## src/core/sdc_pkg.sv

```systemverilog
// sdc_pkg: shared constants of the sensor diagnostic collector
// assumes APB with 32-bit data, one register per aligned word
package sdc_pkg;
  // register byte offsets
  localparam logic [7:0] OFS_CTRL = 8'h00;
  localparam logic [7:0] OFS_CHK = 8'h04;
  localparam logic [7:0] OFS_RAW = 8'h08;
  localparam logic [7:0] OFS_STAT = 8'h0c;
  localparam logic [7:0] OFS_MASK = 8'h10;
  // control fields
  localparam int CTRL_RETAIN = 0;
  localparam int CTRL_ANA_EN = 1;
  localparam logic [1:0] CTRL_RST = 2'h0;
  // status / mask fields
  localparam int ST_SENSOR = 0;
  localparam int ST_ADC = 1;
  localparam int ST_CALC = 2;
  localparam int ST_THIGH = 3;
  localparam int ST_TLOW = 4;
  localparam int ST_BUF = 5;
  localparam int ST_CRC_COM = 6;
  localparam int ST_CRC_MEM = 7;
  localparam int ST_W = 8;
  localparam logic [7:0] STAT_RST = 8'h00;
  localparam logic [7:0] MASK_RST = 8'h00;
  // check word groups
  localparam int G_T2_HI = 15;
  localparam int G_T2_LO = 13;
  localparam int G_T1_HI = 12;
  localparam int G_T1_LO = 10;
  localparam int G_P_HI = 9;
  localparam int G_P_LO = 0;
  localparam logic [15:0] CHK_RST = 16'h0000;
  // conversion kinds
  typedef enum logic [1:0] {KIND_P = 2'h0, KIND_T1 = 2'h1, KIND_T2 = 2'h2} sdc_kind_e;
  // buffered data codes: the eight highest values are diagnostic markers
  localparam logic [23:0] CODE_MAX_DATA = 24'hfffff7;
  localparam logic [23:0] CODE_SENSOR = 24'hfffff9;
  localparam logic [23:0] CODE_ADC = 24'hfffffa;
  localparam logic [23:0] CODE_CALC = 24'hfffffb;
  // analog clamp codes
  localparam logic [13:0] DAC_FULL = 14'h3fff;
  localparam logic [13:0] DAC_ZERO = 14'h0000;
endpackage : sdc_pkg

```

## src/core/sdc_apb_dec.sv

```systemverilog
// sdc_apb_dec: apb address decode and answer for the collector registers
// assumes a zero-wait slave: every access completes in its first access cycle
`timescale 1ns/100ps
module sdc_apb_dec (
  // apb request
  input wire logic psel,
  input wire logic penable,
  input wire logic pwrite,
  input wire logic [7:0] paddr,
  // decode results
  output logic [4:0] sel,
  output logic wr,
  output logic rd,
  output logic pready,
  output logic pslverr
);
  logic hit;
  always_comb begin
    sel = 5'h00;
    unique case (paddr)
      sdc_pkg::OFS_CTRL: sel[0] = 1'b1;
      sdc_pkg::OFS_CHK: sel[1] = 1'b1;
      sdc_pkg::OFS_RAW: sel[2] = 1'b1;
      sdc_pkg::OFS_STAT: sel[3] = 1'b1;
      sdc_pkg::OFS_MASK: sel[4] = 1'b1;
      default: sel = 5'h00;
    endcase
    hit = |sel;
    // no wait states, so the access phase is always the last
    pready = 1'b1;
    pslverr = psel & penable & ~hit;
    wr = psel & penable & pwrite & hit;
    // reads are fetched in the setup cycle so the access finds them in a flip-flop
    rd = psel & ~penable & ~pwrite & hit;
  end
endmodule : sdc_apb_dec

```

## src/core/sdc_clamp.sv

```systemverilog
// sdc_clamp: priority choice of the analog clamp direction
// assumes flags are the sticky status bits of the collector
`timescale 1ns/100ps
module sdc_clamp (
  // flags
  input wire logic [7:0] flags,
  // clamp decision
  output logic active,
  output logic high
);
  always_comb begin
    active = 1'b1;
    high = 1'b0;
    // bridge, converter and memory faults pull low; compute pulls high
    if (flags[sdc_pkg::ST_SENSOR]) begin
      high = 1'b0;
    end else if (flags[sdc_pkg::ST_ADC]) begin
      high = 1'b0;
    end else if (flags[sdc_pkg::ST_CRC_MEM]) begin
      high = 1'b0;
    end else if (flags[sdc_pkg::ST_CALC]) begin
      high = 1'b1;
    end else if (flags[sdc_pkg::ST_TLOW]) begin
      high = 1'b0;
    end else if (flags[sdc_pkg::ST_THIGH]) begin
      high = 1'b1;
    end else begin
      active = 1'b0;
    end
  end
endmodule : sdc_clamp

```

## src/core/sdc_collector.sv

```systemverilog
// sdc_collector: connection check sequencing, check word latch, error flags,
// buffered data marking and analog clamping, with an apb register file
// assumes the sequencer and front end share CLK; their strobes are one-cycle pulses
//
// The APB interface to the registers and the register offsets are this design's own decisions.
`timescale 1ns/100ps

module sdc_collector (
  // clock and reset
  input wire logic CLK,
  input wire logic SRST,
  // apb
  input wire logic PSEL,
  input wire logic PENABLE,
  input wire logic PWRITE,
  input wire logic [7:0] PADDR,
  input wire logic [31:0] PWDATA,
  output logic [31:0] PRDATA,
  output logic PREADY,
  output logic PSLVERR,
  // conversion sequencer
  input wire logic CONV_START,
  input wire logic [1:0] CONV_KIND,
  input wire logic CONV_END,
  output logic CHK_RUN,
  output logic CONV_GO,
  // front end check result
  input wire logic CHK_DONE,
  input wire logic [15:0] CHK_VEC,
  // error sources
  input wire logic ADC_OVF,
  input wire logic ADC_UDF,
  input wire logic CALC_OVF,
  input wire logic CALC_UDF,
  input wire logic THR_HIGH,
  input wire logic THR_LOW,
  input wire logic BUF_ERR,
  input wire logic CRC_COM_ERR,
  input wire logic CRC_MEM_ERR,
  // buffered data path
  input wire logic DATA_VALID,
  input wire logic [23:0] DATA_IN,
  output logic BUF_VALID,
  output logic [23:0] BUF_DATA,
  // analog path
  input wire logic [13:0] DAC_IN,
  output logic [13:0] DAC_OUT,
  // interrupt
  output logic IRQ
);

  ////////////////////////////////////////////////////////////////////////////
  // types and state

  typedef enum logic [1:0] {
    ST_IDLE = 2'b00,
    ST_CHECK = 2'b01,
    ST_CONV = 2'b11
  } sdc_phase_e;

  typedef struct packed {
    sdc_phase_e phase;
    sdc_pkg::sdc_kind_e kind;
    logic [1:0] ctrl;
    logic [15:0] raw;
    logic raw_valid;
    logic [15:0] chk;
    logic [7:0] stat;
    logic [7:0] mask;
    logic go;
    logic adc_hit;
    logic calc_hit;
    logic buf_valid;
    logic [23:0] buf_data;
    logic [13:0] dac;
    logic [31:0] rdata;
  } sdc_state_s;

  sdc_state_s q;
  sdc_state_s next_q;

  logic [4:0] sel;
  logic wr;
  logic rd;
  logic clamp_active;
  logic clamp_high;

  ////////////////////////////////////////////////////////////////////////////
  // helpers

  // mask selecting the check word group that belongs to a conversion kind
  function automatic logic [15:0] group_mask(input sdc_pkg::sdc_kind_e k);
    logic [15:0] m;
    m = 16'h0000;
    unique case (k)
      sdc_pkg::KIND_T2: m[sdc_pkg::G_T2_HI:sdc_pkg::G_T2_LO] = '1;
      sdc_pkg::KIND_T1: m[sdc_pkg::G_T1_HI:sdc_pkg::G_T1_LO] = '1;
      default: m[sdc_pkg::G_P_HI:sdc_pkg::G_P_LO] = '1;
    endcase
    return m;
  endfunction : group_mask

  ////////////////////////////////////////////////////////////////////////////
  // submodules

  sdc_apb_dec u_dec (
    .psel(PSEL),
    .penable(PENABLE),
    .pwrite(PWRITE),
    .paddr(PADDR),
    .sel(sel),
    .wr(wr),
    .rd(rd),
    .pready(PREADY),
    .pslverr(PSLVERR)
  );

  sdc_clamp u_clamp (
    .flags(q.stat),
    .active(clamp_active),
    .high(clamp_high)
  );

  ////////////////////////////////////////////////////////////////////////////
  // next state

  always_comb begin
    logic [15:0] gm;
    logic [15:0] fresh;
    logic [7:0] ev;
    logic [7:0] w1c;
    logic retain;
    gm = group_mask(q.kind);
    fresh = q.raw & gm;
    ev = 8'h00;
    w1c = 8'h00;
    retain = q.ctrl[sdc_pkg::CTRL_RETAIN];
    next_q = q;
    next_q.go = 1'b0;
    next_q.buf_valid = 1'b0;

    // conversion sequencing: the check always precedes the conversion proper
    unique case (q.phase)
      ST_IDLE: begin
        if (CONV_START) begin
          next_q.phase = ST_CHECK;
          next_q.kind = sdc_pkg::sdc_kind_e'(CONV_KIND);
          next_q.raw_valid = 1'b0;
          next_q.adc_hit = 1'b0;
          next_q.calc_hit = 1'b0;
        end
      end
      ST_CHECK: begin
        if (CHK_DONE) begin
          next_q.raw = CHK_VEC;
          next_q.raw_valid = 1'b1;
          next_q.phase = ST_CONV;
          next_q.go = 1'b1;
        end
      end
      ST_CONV: begin
        if (CONV_END) begin
          next_q.phase = ST_IDLE;
          if (retain) begin
            // overwrite lets a recovered bridge read clean again
            next_q.chk = (q.chk & ~gm) | fresh;
          end else begin
            next_q.chk = q.chk | fresh;
          end
          ev[sdc_pkg::ST_SENSOR] = |fresh;
        end
      end
      default: next_q.phase = ST_IDLE;
    endcase

    // per-conversion converter and compute faults, used to mark data
    if (ADC_OVF | ADC_UDF) begin
      next_q.adc_hit = 1'b1;
    end
    if (CALC_OVF | CALC_UDF) begin
      next_q.calc_hit = 1'b1;
    end

    // event sources
    ev[sdc_pkg::ST_ADC] = ADC_OVF | ADC_UDF;
    ev[sdc_pkg::ST_CALC] = CALC_OVF | CALC_UDF;
    ev[sdc_pkg::ST_THIGH] = THR_HIGH;
    ev[sdc_pkg::ST_TLOW] = THR_LOW;
    ev[sdc_pkg::ST_BUF] = BUF_ERR;
    ev[sdc_pkg::ST_CRC_COM] = CRC_COM_ERR;
    ev[sdc_pkg::ST_CRC_MEM] = CRC_MEM_ERR;

    // register writes
    if (wr && sel[0]) begin
      next_q.ctrl = PWDATA[1:0];
    end
    if (wr && sel[4]) begin
      next_q.mask = PWDATA[7:0];
    end
    if (wr && sel[3]) begin
      w1c = PWDATA[7:0];
    end
    // a new event wins over a clear in the same cycle
    next_q.stat = (q.stat & ~w1c) | ev;

    // register reads, fetched in the setup cycle; all diagnostic bits visible
    next_q.rdata = 32'h00000000;
    if (rd) begin
      unique case (1'b1)
        sel[0]: next_q.rdata = {30'h00000000, q.ctrl};
        sel[1]: next_q.rdata = {16'h0000, q.chk};
        sel[2]: next_q.rdata = {15'h0000, q.raw_valid, q.raw};
        sel[3]: next_q.rdata = {24'h000000, q.stat};
        sel[4]: next_q.rdata = {24'h000000, q.mask};
        default: next_q.rdata = 32'h00000000;
      endcase
    end

    // buffered data: bridge fault first, then converter, then compute
    if (DATA_VALID) begin
      next_q.buf_valid = 1'b1;
      if (q.raw_valid && (|fresh)) begin
        next_q.buf_data = sdc_pkg::CODE_SENSOR;
      end else if (q.adc_hit) begin
        next_q.buf_data = sdc_pkg::CODE_ADC;
      end else if (q.calc_hit) begin
        next_q.buf_data = sdc_pkg::CODE_CALC;
      end else if (DATA_IN > sdc_pkg::CODE_MAX_DATA) begin
        // real data is kept out of the marker range
        next_q.buf_data = sdc_pkg::CODE_MAX_DATA;
      end else begin
        next_q.buf_data = DATA_IN;
      end
    end

    // analog output, clamped only with the analog fault enable
    if (q.ctrl[sdc_pkg::CTRL_ANA_EN] && clamp_active) begin
      next_q.dac = clamp_high ? sdc_pkg::DAC_FULL : sdc_pkg::DAC_ZERO;
    end else begin
      next_q.dac = DAC_IN;
    end
  end

  ////////////////////////////////////////////////////////////////////////////
  // registers

  always_ff @(posedge CLK) begin
    if (SRST) begin
      q.phase <= ST_IDLE;
      q.kind <= sdc_pkg::KIND_P;
      q.ctrl <= sdc_pkg::CTRL_RST;
      q.raw <= sdc_pkg::CHK_RST;
      q.raw_valid <= 1'b0;
      q.chk <= sdc_pkg::CHK_RST;
      q.stat <= sdc_pkg::STAT_RST;
      q.mask <= sdc_pkg::MASK_RST;
      q.go <= 1'b0;
      q.adc_hit <= 1'b0;
      q.calc_hit <= 1'b0;
      q.buf_valid <= 1'b0;
      q.buf_data <= 24'h000000;
      q.dac <= sdc_pkg::DAC_ZERO;
      q.rdata <= 32'h00000000;
    end else begin
      q <= next_q;
    end
  end

  ////////////////////////////////////////////////////////////////////////////
  // outputs

  // read data is taken in the setup cycle and stands registered in the access
  // cycle; the price of zero wait is that a read sees the registers one cycle old
  assign PRDATA = q.rdata;

  assign CHK_RUN = (q.phase == ST_CHECK);
  assign CONV_GO = q.go;
  assign BUF_VALID = q.buf_valid;
  assign BUF_DATA = q.buf_data;
  assign DAC_OUT = q.dac;
  assign IRQ = |(q.stat & q.mask);

endmodule : sdc_collector

```

## config.mk

```make
export PLATFORM = sky130hd
export DESIGN_NAME = sdc_collector
export DESIGN_NICKNAME = d
export VERILOG_FILES = /design/src/core/sdc_pkg.sv /design/src/core/sdc_apb_dec.sv /design/src/core/sdc_clamp.sv /design/src/core/sdc_collector.sv
export SDC_FILE = /design/constraint.sdc
export NUM_CORES = 1
export LEC_CHECK = 0
export CAP_MARGIN = 25
export CORE_ASPECT_RATIO = 1.2
export CORE_MARGIN = 2
export CORE_UTILIZATION = 57
export DETAILED_ROUTE_END_ITERATION = 6
export DONT_BUFFER_PORTS = 1
export GPL_TIMING_DRIVEN = 0
export PLACE_DENSITY = 0.78
export SLEW_MARGIN = 10
export SYNTH_ARGS = -nofsm -noshare
export SYNTH_HDL_FRONTEND = slang
export SYNTH_SLANG_ARGS = --single-unit
```

## constraint.sdc

```tcl
create_clock -name CLK -period 1.8 [get_ports CLK]
set_input_delay 0.36 -clock CLK [delete_from_list [all_inputs] [get_ports CLK]]
set_output_delay 0.36 -clock CLK [all_outputs]
set_load 0.03 [all_outputs]
```

; ---- After elaboration in Yosys (flattened, before gate mapping)
; Index checks and enable logic that the tools add are counted.
[totals]
register_bits = 129
output_inout_bits = 76
[classes]
magnitude_cmp = 1
eq_ne = 11
muxes = 43
bitwise = 23
reduce_logical = 25
[op_table]
columns = cell, n
row1 = 24-bit two-way mux, 4
row2 = 17-bit case mux with 5 select lines, 1
row3 = 16-bit bitwise AND, 2
row4 = 16-bit OR, 2
row5 = 14-bit two-way mux, 2
row6 = 25-bit two-way mux, 1
row7 = 24-bit greater-than comparator (second input constant), 1
row8 = 1-bit two-way mux, 23
row9 = 8-bit bitwise AND, 2
row10 = 8-bit by 4-bit == test with 1-bit output (second input constant), 2
row11 = 16-bit two-way mux, 1
row12 = 16-bit NOT, 1
row13 = 16-bit OR reduction, 1
row14 = 10-bit two-way mux, 1
row15 = 2-bit AND reduction, 5
row16 = 2-bit nonzero test, 5
row17 = 8-bit by 3-bit == test with 1-bit output (second input constant), 1
row18 = 8-bit by 5-bit == test with 1-bit output (second input constant), 1
row19 = 8-bit zero test, 1
row20 = 2-bit two-way mux, 4
row21 = 8-bit two-way mux, 1
row22 = 8-bit NOT, 1
row23 = 8-bit OR, 1
row24 = 8-bit OR reduction, 1
row25 = other kinds (16), 38

; ---- Depth between registers and ports, before layout
[depth]
depth_word = 9
depth_mapped = 8
mapped_depth_nobuf = 7

; ---- Modules after synthesis
; Synthesis repeated with hierarchy kept, for this count alone.
[unflattened]
cells_unflattened = 592
hier_area_um2 = 5006.1
[by_module_without_submodules]
columns = mod, instances, cells_per_inst, area_each_um2
row1 = sdc_collector, 1, 567, 4833.4
row2 = sdc_apb_dec, 1, 20, 143.9
row3 = sdc_clamp, 1, 5, 28.8

; ---- Worst setup path after synthesis
; OpenSTA, ideal clock, no wires.
[synth_path]
path_kind = register to register
from = register q[127] in the netlist's numbering
to = register q[112] in the netlist's numbering
arrival_time_ps = 1754
required_time_ps = 1730
setup_slack_ps = -24
path_stages_with_launch = 7
cell_sequence = dfxtp_1 nor2b_1 and2_1 clkbuf_1 clkbuf_1 nand2_1 a21oi_1
[synth_via]
elab_chain_len = 2
[synth_lines]
columns = item, line_no
row1 = from (decl), sdc_collector.sv:79  ; sdc_state_s q;
row2 = from (signal assigned), sdc_collector.sv:265  ; q <= next_q;
row3 = 2-bit by 1-bit == test with 1-bit output, --
row4 = net CHK_RUN, sdc_collector.sv:25  ; output logic CHK_RUN,
row5 = 2-bit AND reduction (no source line), --
; The timed path passes the listed nets, and every way through them passes these cells.
; A chain may end at the register's enable or synchronous reset.

; ---- Worst setup path after layout
[layout_path]
from = register q[83] in the netlist's numbering
to = output port IRQ
[layout_via]
elab_chain_len = 2
[layout_lines]
columns = item, line_no
row1 = 8-bit bitwise AND, sdc_collector.sv:281  ; assign IRQ = |(q.stat & q.mask);
row2 = 8-bit OR reduction, sdc_collector.sv:281
row3 = to (decl), sdc_collector.sv:49  ; output logic IRQ
; No other way between the ends.

==> flow_summary_export.csv <==
group,metric,value,unit
outcome,status,"completed",
finish,final_common_cell,"dfxtp_1",
routing,wl_met3,955,µm
routing,via_count,4531,
yosys,synth-compound-area-share,0.173,
finish,n_antenna_cell,0,
floorplanning,ios,190,
sta,tightest_slew,548,ps
clock_network,clk_pin_slew,50,ps
place,dpl.hpwl,8990,µm
yosys,ys_types,45,
worst_setup_path,worstPathCellList,"a22oi_2 -> nand4_1",
sta,maxSlewViolCount,0,
sta,hold_viol,0,
sta,fin_ws,17.9,ps
yosys,async_flop_share,0,
place,dp_slack,-308,ps
finish,drive_gt1_frac,0.206,
power,p_leak,2.67,nW
power,power.density,997,nW/µm²
worst_setup_path,cp.arrival,1420,ps
yosys,synthXorXnorAreaFrac,0,
worst_setup_path,critPathRequiredTime,1440,ps
worst_setup_path,cp-start-kind,"register",
place,io_buffers,0,
routing,met1_length,5260,µm
yosys,synthMuxAreaShare,0.0299,
power,max-vdd-ir-drop,626,µV
flow_run,drv_cap,0,
worst_setup_path,slowest_delay,360,ps
floorplanning,core-area,8560,µm²
sta,holdWs,12.2,ps
finish,regArea,2300,µm²
routing,drt_iter0_markers,316,
yosys,synth_edf_count,0,
sta,min_period,1780,ps
finish,fin_nets,798,
clock_network,root_buffer,"clkbuf_8",
yosys,ys_warn_count,0,
finish,multi_input_area,2180,µm²
global_route,grt_pass1_wl,22000,µm
routing,drtPass1Iterations,5,
worst_setup_path,critPathKind,"register to output pin",
yosys,syn-mean-instance-area,8.54,µm²
yosys,synth.largest_area_cell,"dfxtp_1",
finish,most-common-layout-cells,"105 x dfxtp_1, 90 x nor2_1, 81 x nand2_1",
finish,fillers,601,
routing,wl_met2,7600,µm
yosys,synth_top_family_by_area,"simple AND/OR/NAND/NOR gates",
yosys,netlist_area,5010,µm²
floorplanning,dieArea,9570,µm²
clock_network,htreeDepth,4,
yosys,ys_ff_latch,114,
hold_path,hold_class,"input port to register",
worst_setup_path,crit_path_end_kind,"output pin",
sta,period_share,0.990,
global_route,grt_pass1_vias,4550,
routing,top_layer,"met4",
clock_network,cts_tree,"yes",
yosys,yosys-top-cells-area,"dfxtp_1 46%, buf_4 11%, nor2_1 6.7%, nand2_1 6.1%, a22oi_1 5.7%",
floorplanning,die_w,89.6,µm
yosys,ys_seq_area_frac,0.455,
yosys,yosys.area_share.simple,0.196,
yosys,syn_inst,587,
sta,max_freq,0.561,GHz
sta,setup_viol,0,
yosys,synthAdderAreaFrac,0.00499,
floorplanning,rows,37,
clock_network,clk_latency,520,ps
global_route,overflow,0,
worst_setup_path,crit_fanout,4,
floorplanning,die_y,107,µm
global_route,antenna_found_initial,0,
yosys,synth_top_area_share,0.455,
place,gp_congestion,0.874,
routing,routed_wl,14200,µm
routing,drc,0,
sta,finalClockSkew,9.03,ps
clock_network,cts_buffer_depth,2,
routing,postRouteAntennaNets,0,
finish,area_growth,29.5,%
global_route,track_usage,0.300,
worst_setup_path,critPathSlowestCell,"nand4_1",
sta,rsz0062_at_grt,"yes",
clock_network,cts-buffers-inserted,17,
floorplanning,initial_utilization,0.586,
global_route,grt_max_degree,17,
clock_network,cts_sinks,114,
routing,routedWlPerCell,17.5,µm
yosys,ys.flop_type,"dfxtp_1",
sta,relSlewSlack,0.633,
routing,via_per_inst,5.59,
-- layer usage --
layer  up-vias  GRT usage
li1       2122          -
met1      2151      0.327
met2       213      0.518
met3        45     0.0862
met4         0      0.146
met5         -          0
-- area by class of cell --
class / count / area share
sequential: 114 / 0.354
tap: 117 / 0.0225
inverter: 9 / 0.00559
buffer: 100 / 0.104
clock inverter: 5 / 0.00809
multi-input combinational: 377 / 0.336
clock buffer: 26 / 0.0736
timing repair buffer: 63 / 0.0956
-- kinds of logic after synthesis --
logic type               count (synthesis)
AND/OR/NAND/NOR                        215
flip-flops                             114
buffers and inverters                  110
other                                    2
adder cells (fa/ha/maj)                  2
AO/OA/AOI/OAI                          129
multiplexers                            15
-- through the flow --
step	cell area (µm²)	power [mW]	setup TNS, ps	utilization	std cells
6_report	6490	6.48	0	0.758	811
5_1_grt	6490	6.68	-592	0.758	811
4_1_cts	6390	6.44	0	0.747	810
3_5_place_dp	5220	3.36	-8170	0.609	718
3_3_place_gp	5220	3.34	-5850	0.609	718
2_1_floorplan	5070	3.26	0	-	601
-- worst max-delay path, delay by kind of cell, from the launching register on --
| family | cells | cell delay (ps) |
|---|---|---|
| and+or+nand+nor | 1 | 360 |
| DFF | 1 | 350 |
| AOI/OAI and AO/OA | 1 | 190 |
-- state kept, by name (all words and copies together) (netlist names) --
name / cells
q: 57
BUF_DATA: 24
PRDATA: 17
DAC_OUT: 14
BUF_VALID: 1
CONV_GO: 1
-- what timing repair did --
| action | 4_1_cts | 5_1_grt |
|---|---|---|
| pin swaps | 2 | 12 |
| buffers inserted | 1 | 1 |
| hold buffers | 60 | 0 |
| hold endpoints to repair | 60 | 0 |
| endpoints found under the setup margin | 34 | 30 |
| gates resized for setup | 13 | 27 |
| cloned | 0 | 1 |
-- path summary, 6_finish.rpt --
kind	cells past startpoint	end	slack, ps	from
hold / removal	2	q[125]	10	CONV_KIND[0]
setup reg to reg	6	BUF_DATA[22]	60	q[107]
hold reg to reg	2	BUF_DATA[3]	490	BUF_DATA[3]
setup / recovery	2	IRQ	20	q[83]
-- where the power goes --
group | total, mW | switching [mW] | internal, mW
clock | 3.00 | 1.08 | 1.92
sequential | 2.72 | 0.0918 | 2.63
combinational | 0.760 | 0.441 | 0.319
-- synthesized netlist by cell type (all sizes together) (3+ instances only) --
cell type,n
buf,81
inv,9
nand4,5
a22o,7
dfxtp,114
nand2,82
nand3,5
nor4,6
nor2,91
a311oi,3
a21oi,53
mux2i,15
clkbuf,20
o21ai,3
o31a,17
a22oi,38
and2,6
nor2b,5
nor3,5
Note: power is estimated with default switching activity, not from simulation.
